**src/logic/ubd_pkg.sv**
```systemverilog
package ubd_pkg;
   localparam logic [7:0]  OFS_MASK_HIGH = 8'h00;
   localparam logic [7:0]  OFS_MASK_LOW  = 8'h04;
   localparam logic [7:0]  OFS_CMP_HIGH  = 8'h08;
   localparam logic [7:0]  OFS_CMP_LOW   = 8'h0c;
   localparam logic [7:0]  OFS_BUS_COND  = 8'h10;
   localparam logic [7:0]  OFS_COUNT     = 8'h14;
   localparam logic [7:0]  OFS_CONTROL   = 8'h18;
   localparam logic [15:0] RESET_VALUE   = 16'h0000;
   localparam logic [15:0] COND_WMASK    = 16'h03ff;
   localparam logic [15:0] CTRL_WMASK    = 16'h00ec;
   localparam int          XY_ENABLE_BIT = 9;
   localparam int          XY_SIDE_BIT   = 8;
   localparam int          FLAG_CPU_BIT  = 7;
   localparam int          FLAG_DMA_BIT  = 6;
   localparam int          COUNT_EN_BIT  = 5;
   localparam int          DATA_EN_BIT   = 3;
   localparam int          COUNT_WIDTH   = 12;
   localparam logic [1:0]  SEL_NONE      = 2'h0;
   localparam logic [1:0]  SEL_FIRST     = 2'h1;
   localparam logic [1:0]  SEL_SECOND    = 2'h2;
   localparam logic [1:0]  SIZE_ANY      = 2'h0;
   localparam logic [1:0]  SIZE_BYTE     = 2'h1;
   localparam logic [1:0]  SIZE_WORD     = 2'h2;
   localparam logic [1:0]  SIZE_LONG     = 2'h3;

   typedef enum logic [1:0] {
      BUS_INTERNAL = 2'h0,
      BUS_X        = 2'h1,
      BUS_Y        = 2'h2
   } ubd_bus_type;

   // One observed bus cycle; X/Y data sits in data[15:0]
   typedef struct packed {
      logic        valid;
      ubd_bus_type bus;
      logic        is_dma;
      logic        is_fetch;
      logic        is_write;
      logic [1:0]  size;
      logic        addr_odd;
      logic        short_loop;
      logic [31:0] data;
   } ubd_cycle_type;

   typedef struct packed {
      logic       xy_enable;
      logic       xy_side;
      logic [1:0] source_sel;
      logic [1:0] fetch_sel;
      logic [1:0] dir_sel;
      logic [1:0] size_sel;
   } ubd_cond_type;

   // 2-bit selector: 01 first choice, 10 second, 11 either, 00 never
   function automatic logic sel_hit(input logic [1:0] sel,
                                    input logic       second);
      return second ? sel[1] : sel[0];
   endfunction
endpackage

```
**src/logic/ubd_cycle_qual.sv**
```systemverilog
`timescale 1ns/1ps
module ubd_cycle_qual
   import ubd_pkg::*;
(
   // Configuration
   input  wire ubd_cond_type  cond,
   // Observed cycle
   input  wire ubd_cycle_type cycle,
   // Result
   output logic               cycle_hit
);
   logic bus_ok;
   logic size_ok;

   always_comb begin
      if (!cond.xy_enable)
         bus_ok = cycle.bus == BUS_INTERNAL;
      else
         bus_ok = cycle.bus == (cond.xy_side ? BUS_Y : BUS_X);
      size_ok = cond.size_sel == SIZE_ANY || cond.size_sel == cycle.size;
      cycle_hit = cycle.valid && bus_ok && size_ok
                  && sel_hit(cond.source_sel, cycle.is_dma)
                  && sel_hit(cond.fetch_sel, !cycle.is_fetch)
                  && sel_hit(cond.dir_sel, cycle.is_write);
   end
endmodule

```
**src/logic/ubd_data_cmp.sv**
```systemverilog
`timescale 1ns/1ps
module ubd_data_cmp
   import ubd_pkg::*;
(
   // Configuration
   input  wire ubd_cond_type cond,
   input  wire logic [31:0]  compare_value,
   input  wire logic [31:0]  mask,
   // Observed cycle
   input  wire ubd_cycle_type cycle,
   // Result
   output logic              data_hit
);
   logic [31:0] cmp_v;
   logic [31:0] msk_v;
   logic [31:0] bus_v;

   always_comb begin
      cmp_v = compare_value;
      msk_v = mask;
      bus_v = cycle.data;
      if (cond.xy_enable) begin
         bus_v = {16'h0000, cycle.data[15:0]};
         if (!cond.xy_side) begin
            cmp_v = {16'h0000, compare_value[31:16]};
            msk_v = {16'hffff, mask[31:16]};
         end else begin
            cmp_v = {16'h0000, compare_value[15:0]};
            msk_v = {16'hffff, mask[15:0]};
         end
      end else if (cond.size_sel == SIZE_BYTE) begin
         // Byte arrives on data[7:0]; lane picked by address parity
         bus_v = {24'h000000, cycle.data[7:0]};
         if (cycle.addr_odd) begin
            cmp_v = {24'h000000, compare_value[7:0]};
            msk_v = {24'hffffff, mask[7:0]};
         end else begin
            cmp_v = {24'h000000, compare_value[15:8]};
            msk_v = {24'hffffff, mask[15:8]};
         end
      end else if (cond.size_sel == SIZE_WORD) begin
         bus_v = {16'h0000, cycle.data[15:0]};
         cmp_v = {16'h0000, compare_value[15:0]};
         msk_v = {16'hffff, mask[15:0]};
      end
      data_hit = ((bus_v ^ cmp_v) & ~msk_v) == 32'h00000000;
   end
endmodule

```
**src/logic/ubd_top.sv**
```systemverilog
// Design decisions made here: register access over APB and the address map.
`timescale 1ns/1ps
module ubd_top
   import ubd_pkg::*;
#(
   parameter int CNT_W = COUNT_WIDTH
)(
   // Clock and power-on reset
   input  wire logic          CLK,
   input  wire logic          ARST_N,
   // APB slave
   input  wire logic          PSEL,
   input  wire logic          PENABLE,
   input  wire logic          PWRITE,
   input  wire logic [7:0]    PADDR,
   input  wire logic [31:0]   PWDATA,
   output logic [31:0]        PRDATA,
   output logic               PREADY,
   output logic               PSLVERR,
   // Observed bus cycle
   input  wire ubd_cycle_type CYCLE,
   // Break request
   output logic               BREAK_REQ
);
   initial begin
      if (CNT_W < 1 || CNT_W > 16)
         $error("CNT_W must be 1 to 16");
   end

   logic [15:0]      data_mask_high;
   logic [15:0]      data_mask_low;
   logic [15:0]      compare_data_high;
   logic [15:0]      compare_data_low;
   logic [15:0]      bus_cycle_condition;
   logic [CNT_W-1:0] match_count;
   logic [7:0]       break_control;
   ubd_cond_type     cond;
   logic             data_hit;
   logic             cycle_hit;
   logic             match;
   logic             count_on;
   logic             fire;
   logic             wr_en;
   logic             rd_en;
   logic             mapped;
   logic [31:0]      rd_value;

   function automatic logic [15:0] wmerge(input logic [15:0] wmask,
                                          input logic [31:0] wdata);
      return wdata[15:0] & wmask;
   endfunction

   assign cond = bus_cycle_condition[9:0];

   ubd_data_cmp u_data_cmp (
      .cond          (cond),
      .compare_value ({compare_data_high, compare_data_low}),
      .mask          ({data_mask_high, data_mask_low}),
      .cycle         (CYCLE),
      .data_hit      (data_hit)
   );

   ubd_cycle_qual u_cycle_qual (
      .cond      (cond),
      .cycle     (CYCLE),
      .cycle_hit (cycle_hit)
   );

   // Data compare only counts when enabled in control
   assign match = cycle_hit
                  && (!break_control[DATA_EN_BIT] || data_hit);
   assign count_on = break_control[COUNT_EN_BIT];
   // Exceptions cannot land in a short loop, so in count mode no break there either
   assign fire = match && (!count_on
                 || (!CYCLE.short_loop
                     && match_count <= CNT_W'(1)));

   // Zero-wait slave; writes land at the access edge
   assign PREADY = 1'b1;
   assign wr_en = PSEL && PENABLE && PWRITE;
   assign rd_en = PSEL && !PENABLE && !PWRITE;

   always_comb begin
      mapped = 1'b1;
      rd_value = 32'h00000000;
      unique case (PADDR)
         OFS_MASK_HIGH: rd_value[15:0] = data_mask_high;
         OFS_MASK_LOW:  rd_value[15:0] = data_mask_low;
         OFS_CMP_HIGH:  rd_value[15:0] = compare_data_high;
         OFS_CMP_LOW:   rd_value[15:0] = compare_data_low;
         OFS_BUS_COND:  rd_value[15:0] = bus_cycle_condition;
         OFS_COUNT:     rd_value[CNT_W-1:0] = match_count;
         OFS_CONTROL:   rd_value[7:0] = break_control;
         default:       mapped = 1'b0;
      endcase
   end

   assign PSLVERR = PSEL && PENABLE && !mapped;

   // Read data captured in setup, stable through access
   always_ff @(posedge CLK or negedge ARST_N) begin
      if (!ARST_N)
         PRDATA <= 32'h00000000;
      else if (rd_en)
         PRDATA <= rd_value;
   end

   always_ff @(posedge CLK or negedge ARST_N) begin
      if (!ARST_N) begin
         data_mask_high <= RESET_VALUE;
         data_mask_low  <= RESET_VALUE;
      end else if (wr_en && PADDR == OFS_MASK_HIGH) begin
         data_mask_high <= PWDATA[15:0];
      end else if (wr_en && PADDR == OFS_MASK_LOW) begin
         data_mask_low <= PWDATA[15:0];
      end
   end

   always_ff @(posedge CLK or negedge ARST_N) begin
      if (!ARST_N) begin
         compare_data_high <= RESET_VALUE;
         compare_data_low  <= RESET_VALUE;
      end else if (wr_en && PADDR == OFS_CMP_HIGH) begin
         compare_data_high <= PWDATA[15:0];
      end else if (wr_en && PADDR == OFS_CMP_LOW) begin
         compare_data_low <= PWDATA[15:0];
      end
   end

   always_ff @(posedge CLK or negedge ARST_N) begin
      if (!ARST_N)
         bus_cycle_condition <= RESET_VALUE;
      else if (wr_en && PADDR == OFS_BUS_COND)
         bus_cycle_condition <= wmerge(COND_WMASK, PWDATA);
   end

   // A hardware decrement wins over a software write in one cycle
   always_ff @(posedge CLK or negedge ARST_N) begin
      if (!ARST_N)
         match_count <= '0;
      else if (match && count_on && !CYCLE.short_loop) begin
         if (match_count != '0)
            match_count <= match_count - CNT_W'(1);
      end else if (wr_en && PADDR == OFS_COUNT) begin
         match_count <= PWDATA[CNT_W-1:0];
      end
   end

   // Sticky flags: write 0 clears, a new break (fire) wins over the clear
   always_ff @(posedge CLK or negedge ARST_N) begin
      if (!ARST_N) begin
         break_control <= 8'h00;
      end else begin
         if (wr_en && PADDR == OFS_CONTROL)
            break_control <= PWDATA[7:0] & ((CTRL_WMASK[7:0] & 8'h3f)
                             | (break_control & 8'hc0));
         if (fire && !CYCLE.is_dma)
            break_control[FLAG_CPU_BIT] <= 1'b1;
         if (fire && CYCLE.is_dma)
            break_control[FLAG_DMA_BIT] <= 1'b1;
      end
   end

   always_ff @(posedge CLK or negedge ARST_N) begin
      if (!ARST_N)
         BREAK_REQ <= 1'b0;
      else
         BREAK_REQ <= fire;
   end

   property p_direct_break;
      @(posedge CLK) disable iff (!ARST_N)
      match && !count_on |=> BREAK_REQ;
   endproperty
   a_direct_break: assert property (p_direct_break)
      else $error("match without count mode gave no break");

   property p_count_hold_off;
      @(posedge CLK) disable iff (!ARST_N)
      !count_on && !wr_en |=> $stable(match_count);
   endproperty
   a_count_hold_off: assert property (p_count_hold_off)
      else $error("count changed with count mode off");

   property p_decrement;
      @(posedge CLK) disable iff (!ARST_N)
      match && count_on && !CYCLE.short_loop && match_count > CNT_W'(1)
      |=> match_count == $past(match_count) - CNT_W'(1) && !BREAK_REQ;
   endproperty
   a_decrement: assert property (p_decrement)
      else $error("count did not fall by one");

   property p_break_at_one;
      @(posedge CLK) disable iff (!ARST_N)
      match && count_on && !CYCLE.short_loop && match_count == CNT_W'(1)
      |=> BREAK_REQ && match_count == '0;
   endproperty
   a_break_at_one: assert property (p_break_at_one)
      else $error("no break when count at one");

   property p_short_loop;
      @(posedge CLK) disable iff (!ARST_N)
      match && count_on && CYCLE.short_loop
      && !(wr_en && PADDR == OFS_COUNT)
      |=> $stable(match_count) && !BREAK_REQ;
   endproperty
   a_short_loop: assert property (p_short_loop)
      else $error("short loop match changed count");

   property p_cond_reserved;
      @(posedge CLK) disable iff (!ARST_N)
      bus_cycle_condition[15:10] == 6'h00;
   endproperty
   a_cond_reserved: assert property (p_cond_reserved)
      else $error("reserved condition bits set");

   property p_count_read_top;
      @(posedge CLK) disable iff (!ARST_N)
      PSEL && PENABLE && PADDR == OFS_COUNT && !PWRITE
      |-> PRDATA[31:CNT_W] == '0;
   endproperty
   a_count_read_top: assert property (p_count_read_top)
      else $error("count upper bits read nonzero");

   property p_mask_write;
      @(posedge CLK) disable iff (!ARST_N)
      wr_en && PADDR == OFS_MASK_LOW
      |=> data_mask_low == $past(PWDATA[15:0]);
   endproperty
   a_mask_write: assert property (p_mask_write)
      else $error("low mask not written");

   property p_wrong_bus;
      @(posedge CLK) disable iff (!ARST_N)
      CYCLE.valid && !cond.xy_enable && CYCLE.bus != BUS_INTERNAL
      |-> !match;
   endproperty
   a_wrong_bus: assert property (p_wrong_bus)
      else $error("match on unselected bus");

   property p_full_mask;
      @(posedge CLK) disable iff (!ARST_N)
      cycle_hit && {data_mask_high, data_mask_low} == 32'hffffffff
      |-> match;
   endproperty
   a_full_mask: assert property (p_full_mask)
      else $error("fully masked data blocked match");

   property p_flag_sticky;
      @(posedge CLK) disable iff (!ARST_N)
      break_control[FLAG_CPU_BIT] && !wr_en
      |=> break_control[FLAG_CPU_BIT];
   endproperty
   a_flag_sticky: assert property (p_flag_sticky)
      else $error("match flag dropped by itself");

   property p_count_write;
      @(posedge CLK) disable iff (!ARST_N)
      wr_en && PADDR == OFS_COUNT && !(match && count_on && !CYCLE.short_loop)
      |=> match_count == $past(PWDATA[CNT_W-1:0]);
   endproperty
   a_count_write: assert property (p_count_write)
      else $error("count write did not land");

   property p_cond_write;
      @(posedge CLK) disable iff (!ARST_N)
      wr_en && PADDR == OFS_BUS_COND
      |=> bus_cycle_condition[9:0] == $past(PWDATA[9:0]);
   endproperty
   a_cond_write: assert property (p_cond_write)
      else $error("condition write did not land");

   property p_xy_other_bus;
      @(posedge CLK) disable iff (!ARST_N)
      cond.xy_enable && CYCLE.bus == (cond.xy_side ? BUS_X : BUS_Y)
      |-> !cycle_hit;
   endproperty
   a_xy_other_bus: assert property (p_xy_other_bus)
      else $error("hit on unselected X/Y bus");

   property p_x_exact;
      @(posedge CLK) disable iff (!ARST_N)
      cond.xy_enable && !cond.xy_side
      && CYCLE.data[15:0] == compare_data_high
      |-> data_hit;
   endproperty
   a_x_exact: assert property (p_x_exact)
      else $error("X data equal to high compare missed");

   property p_x_mask;
      @(posedge CLK) disable iff (!ARST_N)
      cond.xy_enable && !cond.xy_side && data_mask_high == 16'hffff
      |-> data_hit;
   endproperty
   a_x_mask: assert property (p_x_mask)
      else $error("X compare used low mask half");

   property p_y_mask;
      @(posedge CLK) disable iff (!ARST_N)
      cond.xy_enable && cond.xy_side && data_mask_low == 16'hffff
      |-> data_hit;
   endproperty
   a_y_mask: assert property (p_y_mask)
      else $error("Y compare used high mask half");

   property p_byte_odd;
      @(posedge CLK) disable iff (!ARST_N)
      !cond.xy_enable && cond.size_sel == SIZE_BYTE && CYCLE.addr_odd
      && CYCLE.data[7:0] == compare_data_low[7:0]
      |-> data_hit;
   endproperty
   a_byte_odd: assert property (p_byte_odd)
      else $error("odd byte lane missed");

   property p_byte_even;
      @(posedge CLK) disable iff (!ARST_N)
      !cond.xy_enable && cond.size_sel == SIZE_BYTE && !CYCLE.addr_odd
      && CYCLE.data[7:0] == compare_data_low[15:8]
      |-> data_hit;
   endproperty
   a_byte_even: assert property (p_byte_even)
      else $error("even byte lane missed");

   property p_exact_miss;
      @(posedge CLK) disable iff (!ARST_N)
      !cond.xy_enable && cond.size_sel != SIZE_BYTE
      && cond.size_sel != SIZE_WORD
      && {data_mask_high, data_mask_low} == 32'h00000000
      && CYCLE.data != {compare_data_high, compare_data_low}
      |-> !data_hit;
   endproperty
   a_exact_miss: assert property (p_exact_miss)
      else $error("unmasked data difference still hit");

   property p_read_mask;
      @(posedge CLK) disable iff (!ARST_N)
      PSEL && PENABLE && !PWRITE && PADDR == OFS_MASK_HIGH
      |-> PRDATA == {16'h0000, data_mask_high};
   endproperty
   a_read_mask: assert property (p_read_mask)
      else $error("high mask read back wrong");

   c_direct: cover property (@(posedge CLK) disable iff (!ARST_N)
      match && !count_on ##1 BREAK_REQ);
   c_countdown: cover property (@(posedge CLK) disable iff (!ARST_N)
      match_count == CNT_W'(2) ##[1:20] BREAK_REQ && count_on);
   c_xy_y: cover property (@(posedge CLK) disable iff (!ARST_N)
      match && cond.xy_enable && cond.xy_side);
   c_byte_even: cover property (@(posedge CLK) disable iff (!ARST_N)
      match && cond.size_sel == SIZE_BYTE && !CYCLE.addr_odd);
   c_short_loop: cover property (@(posedge CLK) disable iff (!ARST_N)
      match && count_on && CYCLE.short_loop);
endmodule

```
**config.mk**
```make
export PLATFORM = sky130hd
export DESIGN_NAME = ubd_top
export DESIGN_NICKNAME = d
export VERILOG_FILES = /design/src/logic/ubd_pkg.sv /design/src/logic/ubd_cycle_qual.sv /design/src/logic/ubd_data_cmp.sv /design/src/logic/ubd_top.sv
export SDC_FILE = /design/constraint.sdc
export NUM_CORES = 1
export LEC_CHECK = 0
export BUFFER_PORTS_ARGS = -buffer_cell sky130_fd_sc_hd__buf_4
export CAP_MARGIN = 40
export CORE_ASPECT_RATIO = 1.1
export CORE_MARGIN = 2
export CORE_UTILIZATION = 50
export CTS_BUF_LIST = sky130_fd_sc_hd__clkbuf_8
export DETAILED_ROUTE_END_ITERATION = 8
export PLACE_DENSITY = 0.73
export RECOVER_POWER = 100
export SYNTH_ARGS = -nofsm -noshare
export SYNTH_HDL_FRONTEND = slang
export SYNTH_SLANG_ARGS = --single-unit
```
**constraint.sdc**
```tcl
create_clock -name CLK -period 5 [get_ports CLK]
set_input_delay 0.25 -clock CLK [delete_from_list [all_inputs] [get_ports CLK]]
set_output_delay 0.25 -clock CLK [all_outputs]
set_load 0.01 [all_outputs]
```
==> flow_metrics.tcl <==
set metrics [dict create \
    holdPathEnd "break_control[7]$_DFFE_PN0P_" \
    dp_cells 824 \
    stdcell_count 840 \
    vias 5295 \
    power_mw 1.72 \
    synth-seq-cells 108 \
    slew_headroom -1.21 \
    placed_cell_area_um2 7000 \
    area_growth_pct 12.8 \
    antenna_left 0 \
    cp_num_buf_inv 0 \
    violations "design-rule violations, max-capacitance violations, max-slew violations" \
    drv_slew 63 \
    start_util 0.505 \
    yosysTopAreaCellShare 0.428 \
    yosys-top-cells-area "dfrtp_1, mux2_2, xnor2_1" \
    io_buffers 88 \
    rsz0062_at_grt "no" \
    route.detailed.drc 2 \
    finalInstanceArea_um2 7110 \
    r2r_cells 10 \
    path_delay_family "compound AO/OA/AOI/OAI gates" \
    regArea_um2 2700 \
    synth-edff-count 0 \
    final.setup.tns_ns 0 \
    grt_use_total 0.279 \
    holdPathStages 2 \
    yosysMostFrequentCell "dfrtp_1" \
    cts_tree "done" \
    numCtsBuffers 9 \
    antenna_found_initial 0 \
    path_class "flip-flop to flip-flop" \
    first_pass_iters 9 \
    place.gp.congestion 0.967 \
    clk_latency_ns 0.39 \
    fin_skew_ns 0.00807 \
    die_w_um 111 \
    nNetsFinal 768 \
    multi_input_area_um2 3320 \
    synth.cell_area_um2 6310 \
    synth_async_sr_flop_share 1.00 \
    setup_viol 0 \
    synthTopCellsByCount "dfrtp_1, mux2_2, nand2_1" \
    power_density_nw_per_um2 242 \
    fin_util 0.570 \
    max_freq_mhz 251 \
    worst_ir_drop_vdd_mv 0.118 \
    regToRegEndpoint "match_count[11]$_DFFE_PN0P_" \
    cpMaxStageDelayCell "o31ai_1" \
    grt_max_degree 63 \
    worst_slew_pin_slew_ns 3.31 \
    grt_pass1_vias 5162 \
    cp_data_required_time_ns 5.29 \
    r2r_setup_slack_ns 1.02 \
    h-tree-depth 3 \
    cp-start-kind "flip-flop" \
    clk_pin_slew_ns 0.10 \
    min-delay-start "CYCLE[38]" \
    synth_cell_types 62 \
    grt_busiest_layer "met2" \
    via_per_inst 6.30 \
    drt_wl_total_um 18900 \
    drive_gt1_frac 0.261 \
    grtUsageMet3 0.0493 \
    syn_area_per_cell_um2 10.4 \
    drv_cap 1 \
    fin_ws_ns 1.02 \
    gr-total-overflow 0 \
    netlist_instances 605 \
    synth_flop_cell "dfrtp_1" \
    yosys_warnings 0 \
    wire_per_inst_um 22.5 \
    holdWs_ns 0.0858 \
    drt_first_iter_violations 528 \
    worst-path-max-fanout 12 \
    slowest_delay_ns 0.75 \
    dieArea_um2 13500 \
    hpwl_um 13800 \
    crit_arrival_ns 4.27 \
    crit_path_end_kind "flip-flop" \
    grt_pass1_wl_um 28600 \
    final_hold_viol_count 0 \
    use_met1 0.364 \
    cts.sink_count 108 \
    die_y_um 122 \
    fill_cells 1115 \
    seq_area_frac_synth 0.428 \
    status "finished with violations" \
    finalCritPeriodShare 0.796 \
    synth_area_leader_cell "dfrtp_1" \
    dp_slack_ns 1.61 \
    core-area_um2 12500 \
    hp-class "input port to flip-flop" \
    cts-root-buf "clkbuf_8" \
    use_met2 0.470 \
    diodes 0 \
    leakage_nw 3.34 \
    post-route-min-period_ns 3.98 \
    path_cells "or3b_1, nand2_1, xor2_1, o22ai_1, nor4_2, o2111ai_1, o31ai_1, a21oi_1, a22o_1, a21o_1" \
    ios 122 \
    fp-row-count 43 \
    reg2reg_from "bus_cycle_condition[9]$_DFFE_PN0P_" \
    clockBufferDepth 2 \
]
==> metal layers <==
| metal | vias to the layer above | wire length, µm |
|---|---|---|
| li1 | 2340 | - |
| met1 | 2628 | 7420 |
| met2 | 289 | 9290 |
| met3 | 38 | 1720 |
| met4 | 0 | 484 |
| met5 | - | 0 |
==> power by group <==
part           internal (mW)  switching [mW]  total, mW
Combinational         0.0849           0.109      0.194
Clock                  0.306           0.307      0.613
Sequential             0.892          0.0220      0.914
Total                   1.28           0.438       1.72
==> flip-flops by register name, indices dropped and copies added, names as in the netlist <==
register / cells
BREAK_REQ: 1
PRDATA: 16
break_control: 5
bus_cycle_condition: 10
compare_data_high: 16
compare_data_low: 16
data_mask_high: 16
data_mask_low: 16
match_count: 12
==> final cells by class <==
type	instances	area share
well taps	157	0.0276
flip-flops and latches	108	0.380
repair buffers	95	0.0885
clock buffers	11	0.0213
clock inverters	4	0.0102
multi-input cells	454	0.467
inverters	11	0.00580
==> worst max path at each step <==
stage / slack (ns) / cells past startpoint / endpoint / startpoint
after floorplan: 2.18 / 13 / match_count[3]$_DFFE_PN0P_ / bus_cycle_condition[1]$_DFFE_PN0P_
after global placement: 1.69 / 10 / match_count[3]$_DFFE_PN0P_ / bus_cycle_condition[9]$_DFFE_PN0P_
after detailed placement: 1.61 / 10 / match_count[3]$_DFFE_PN0P_ / bus_cycle_condition[9]$_DFFE_PN0P_
after CTS: 1.58 / 10 / match_count[3]$_DFFE_PN0P_ / bus_cycle_condition[9]$_DFFE_PN0P_
after global routing: 0.81 / 3 / data_mask_low[13]$_DFFE_PN0P_ / ARST_N
final: 1.02 / 10 / match_count[11]$_DFFE_PN0P_ / bus_cycle_condition[9]$_DFFE_PN0P_
==> repair_timing <==
| item | in CTS | in global routing |
|---|---|---|
| hold buffers | 1 | 0 |
| hold endpoints to repair | 61 | 0 |
| resized for setup | 0 | 0 |
| endpoints found under the setup margin | 0 | 0 |
| buffers inserted | 0 | 0 |
==> logic make-up (layout without fill, tap and decap cells) <==
logic type | count (synthesis) | in the layout | share of synthesized area
mux | 100 | 100 | 0.175
xor+xnor | 48 | 48 | 0.0667
buf+inv | 58 | 121 | 0.0514
fa+ha+maj | 2 | 2 | 0.00397
other cells | 2 | 17 | 0.00119
compound gates | 148 | 148 | 0.166
flops | 108 | 108 | 0.428
simple gates | 139 | 139 | 0.108
==> cell usage in the layout, fill, tap and decap left out, types with 20 or more instances in the layout <==
| cell | netlist | routed |
|---|---|---|
| dfrtp_1 | 108 | 108 |
| mux2_2 | 83 | 83 |
| buf_4 | 17 | 70 |
| nand2_1 | 51 | 51 |
| nor2_1 | 33 | 33 |
| o21ai_0 | 28 | 30 |
| xnor2_1 | 25 | 25 |
| xor2_1 | 23 | 23 |
| o22ai_1 | 23 | 23 |
| clkbuf_1 | 21 | 23 |
| a21oi_1 | 19 | 20 |
(Power assumes the default switching activity.)
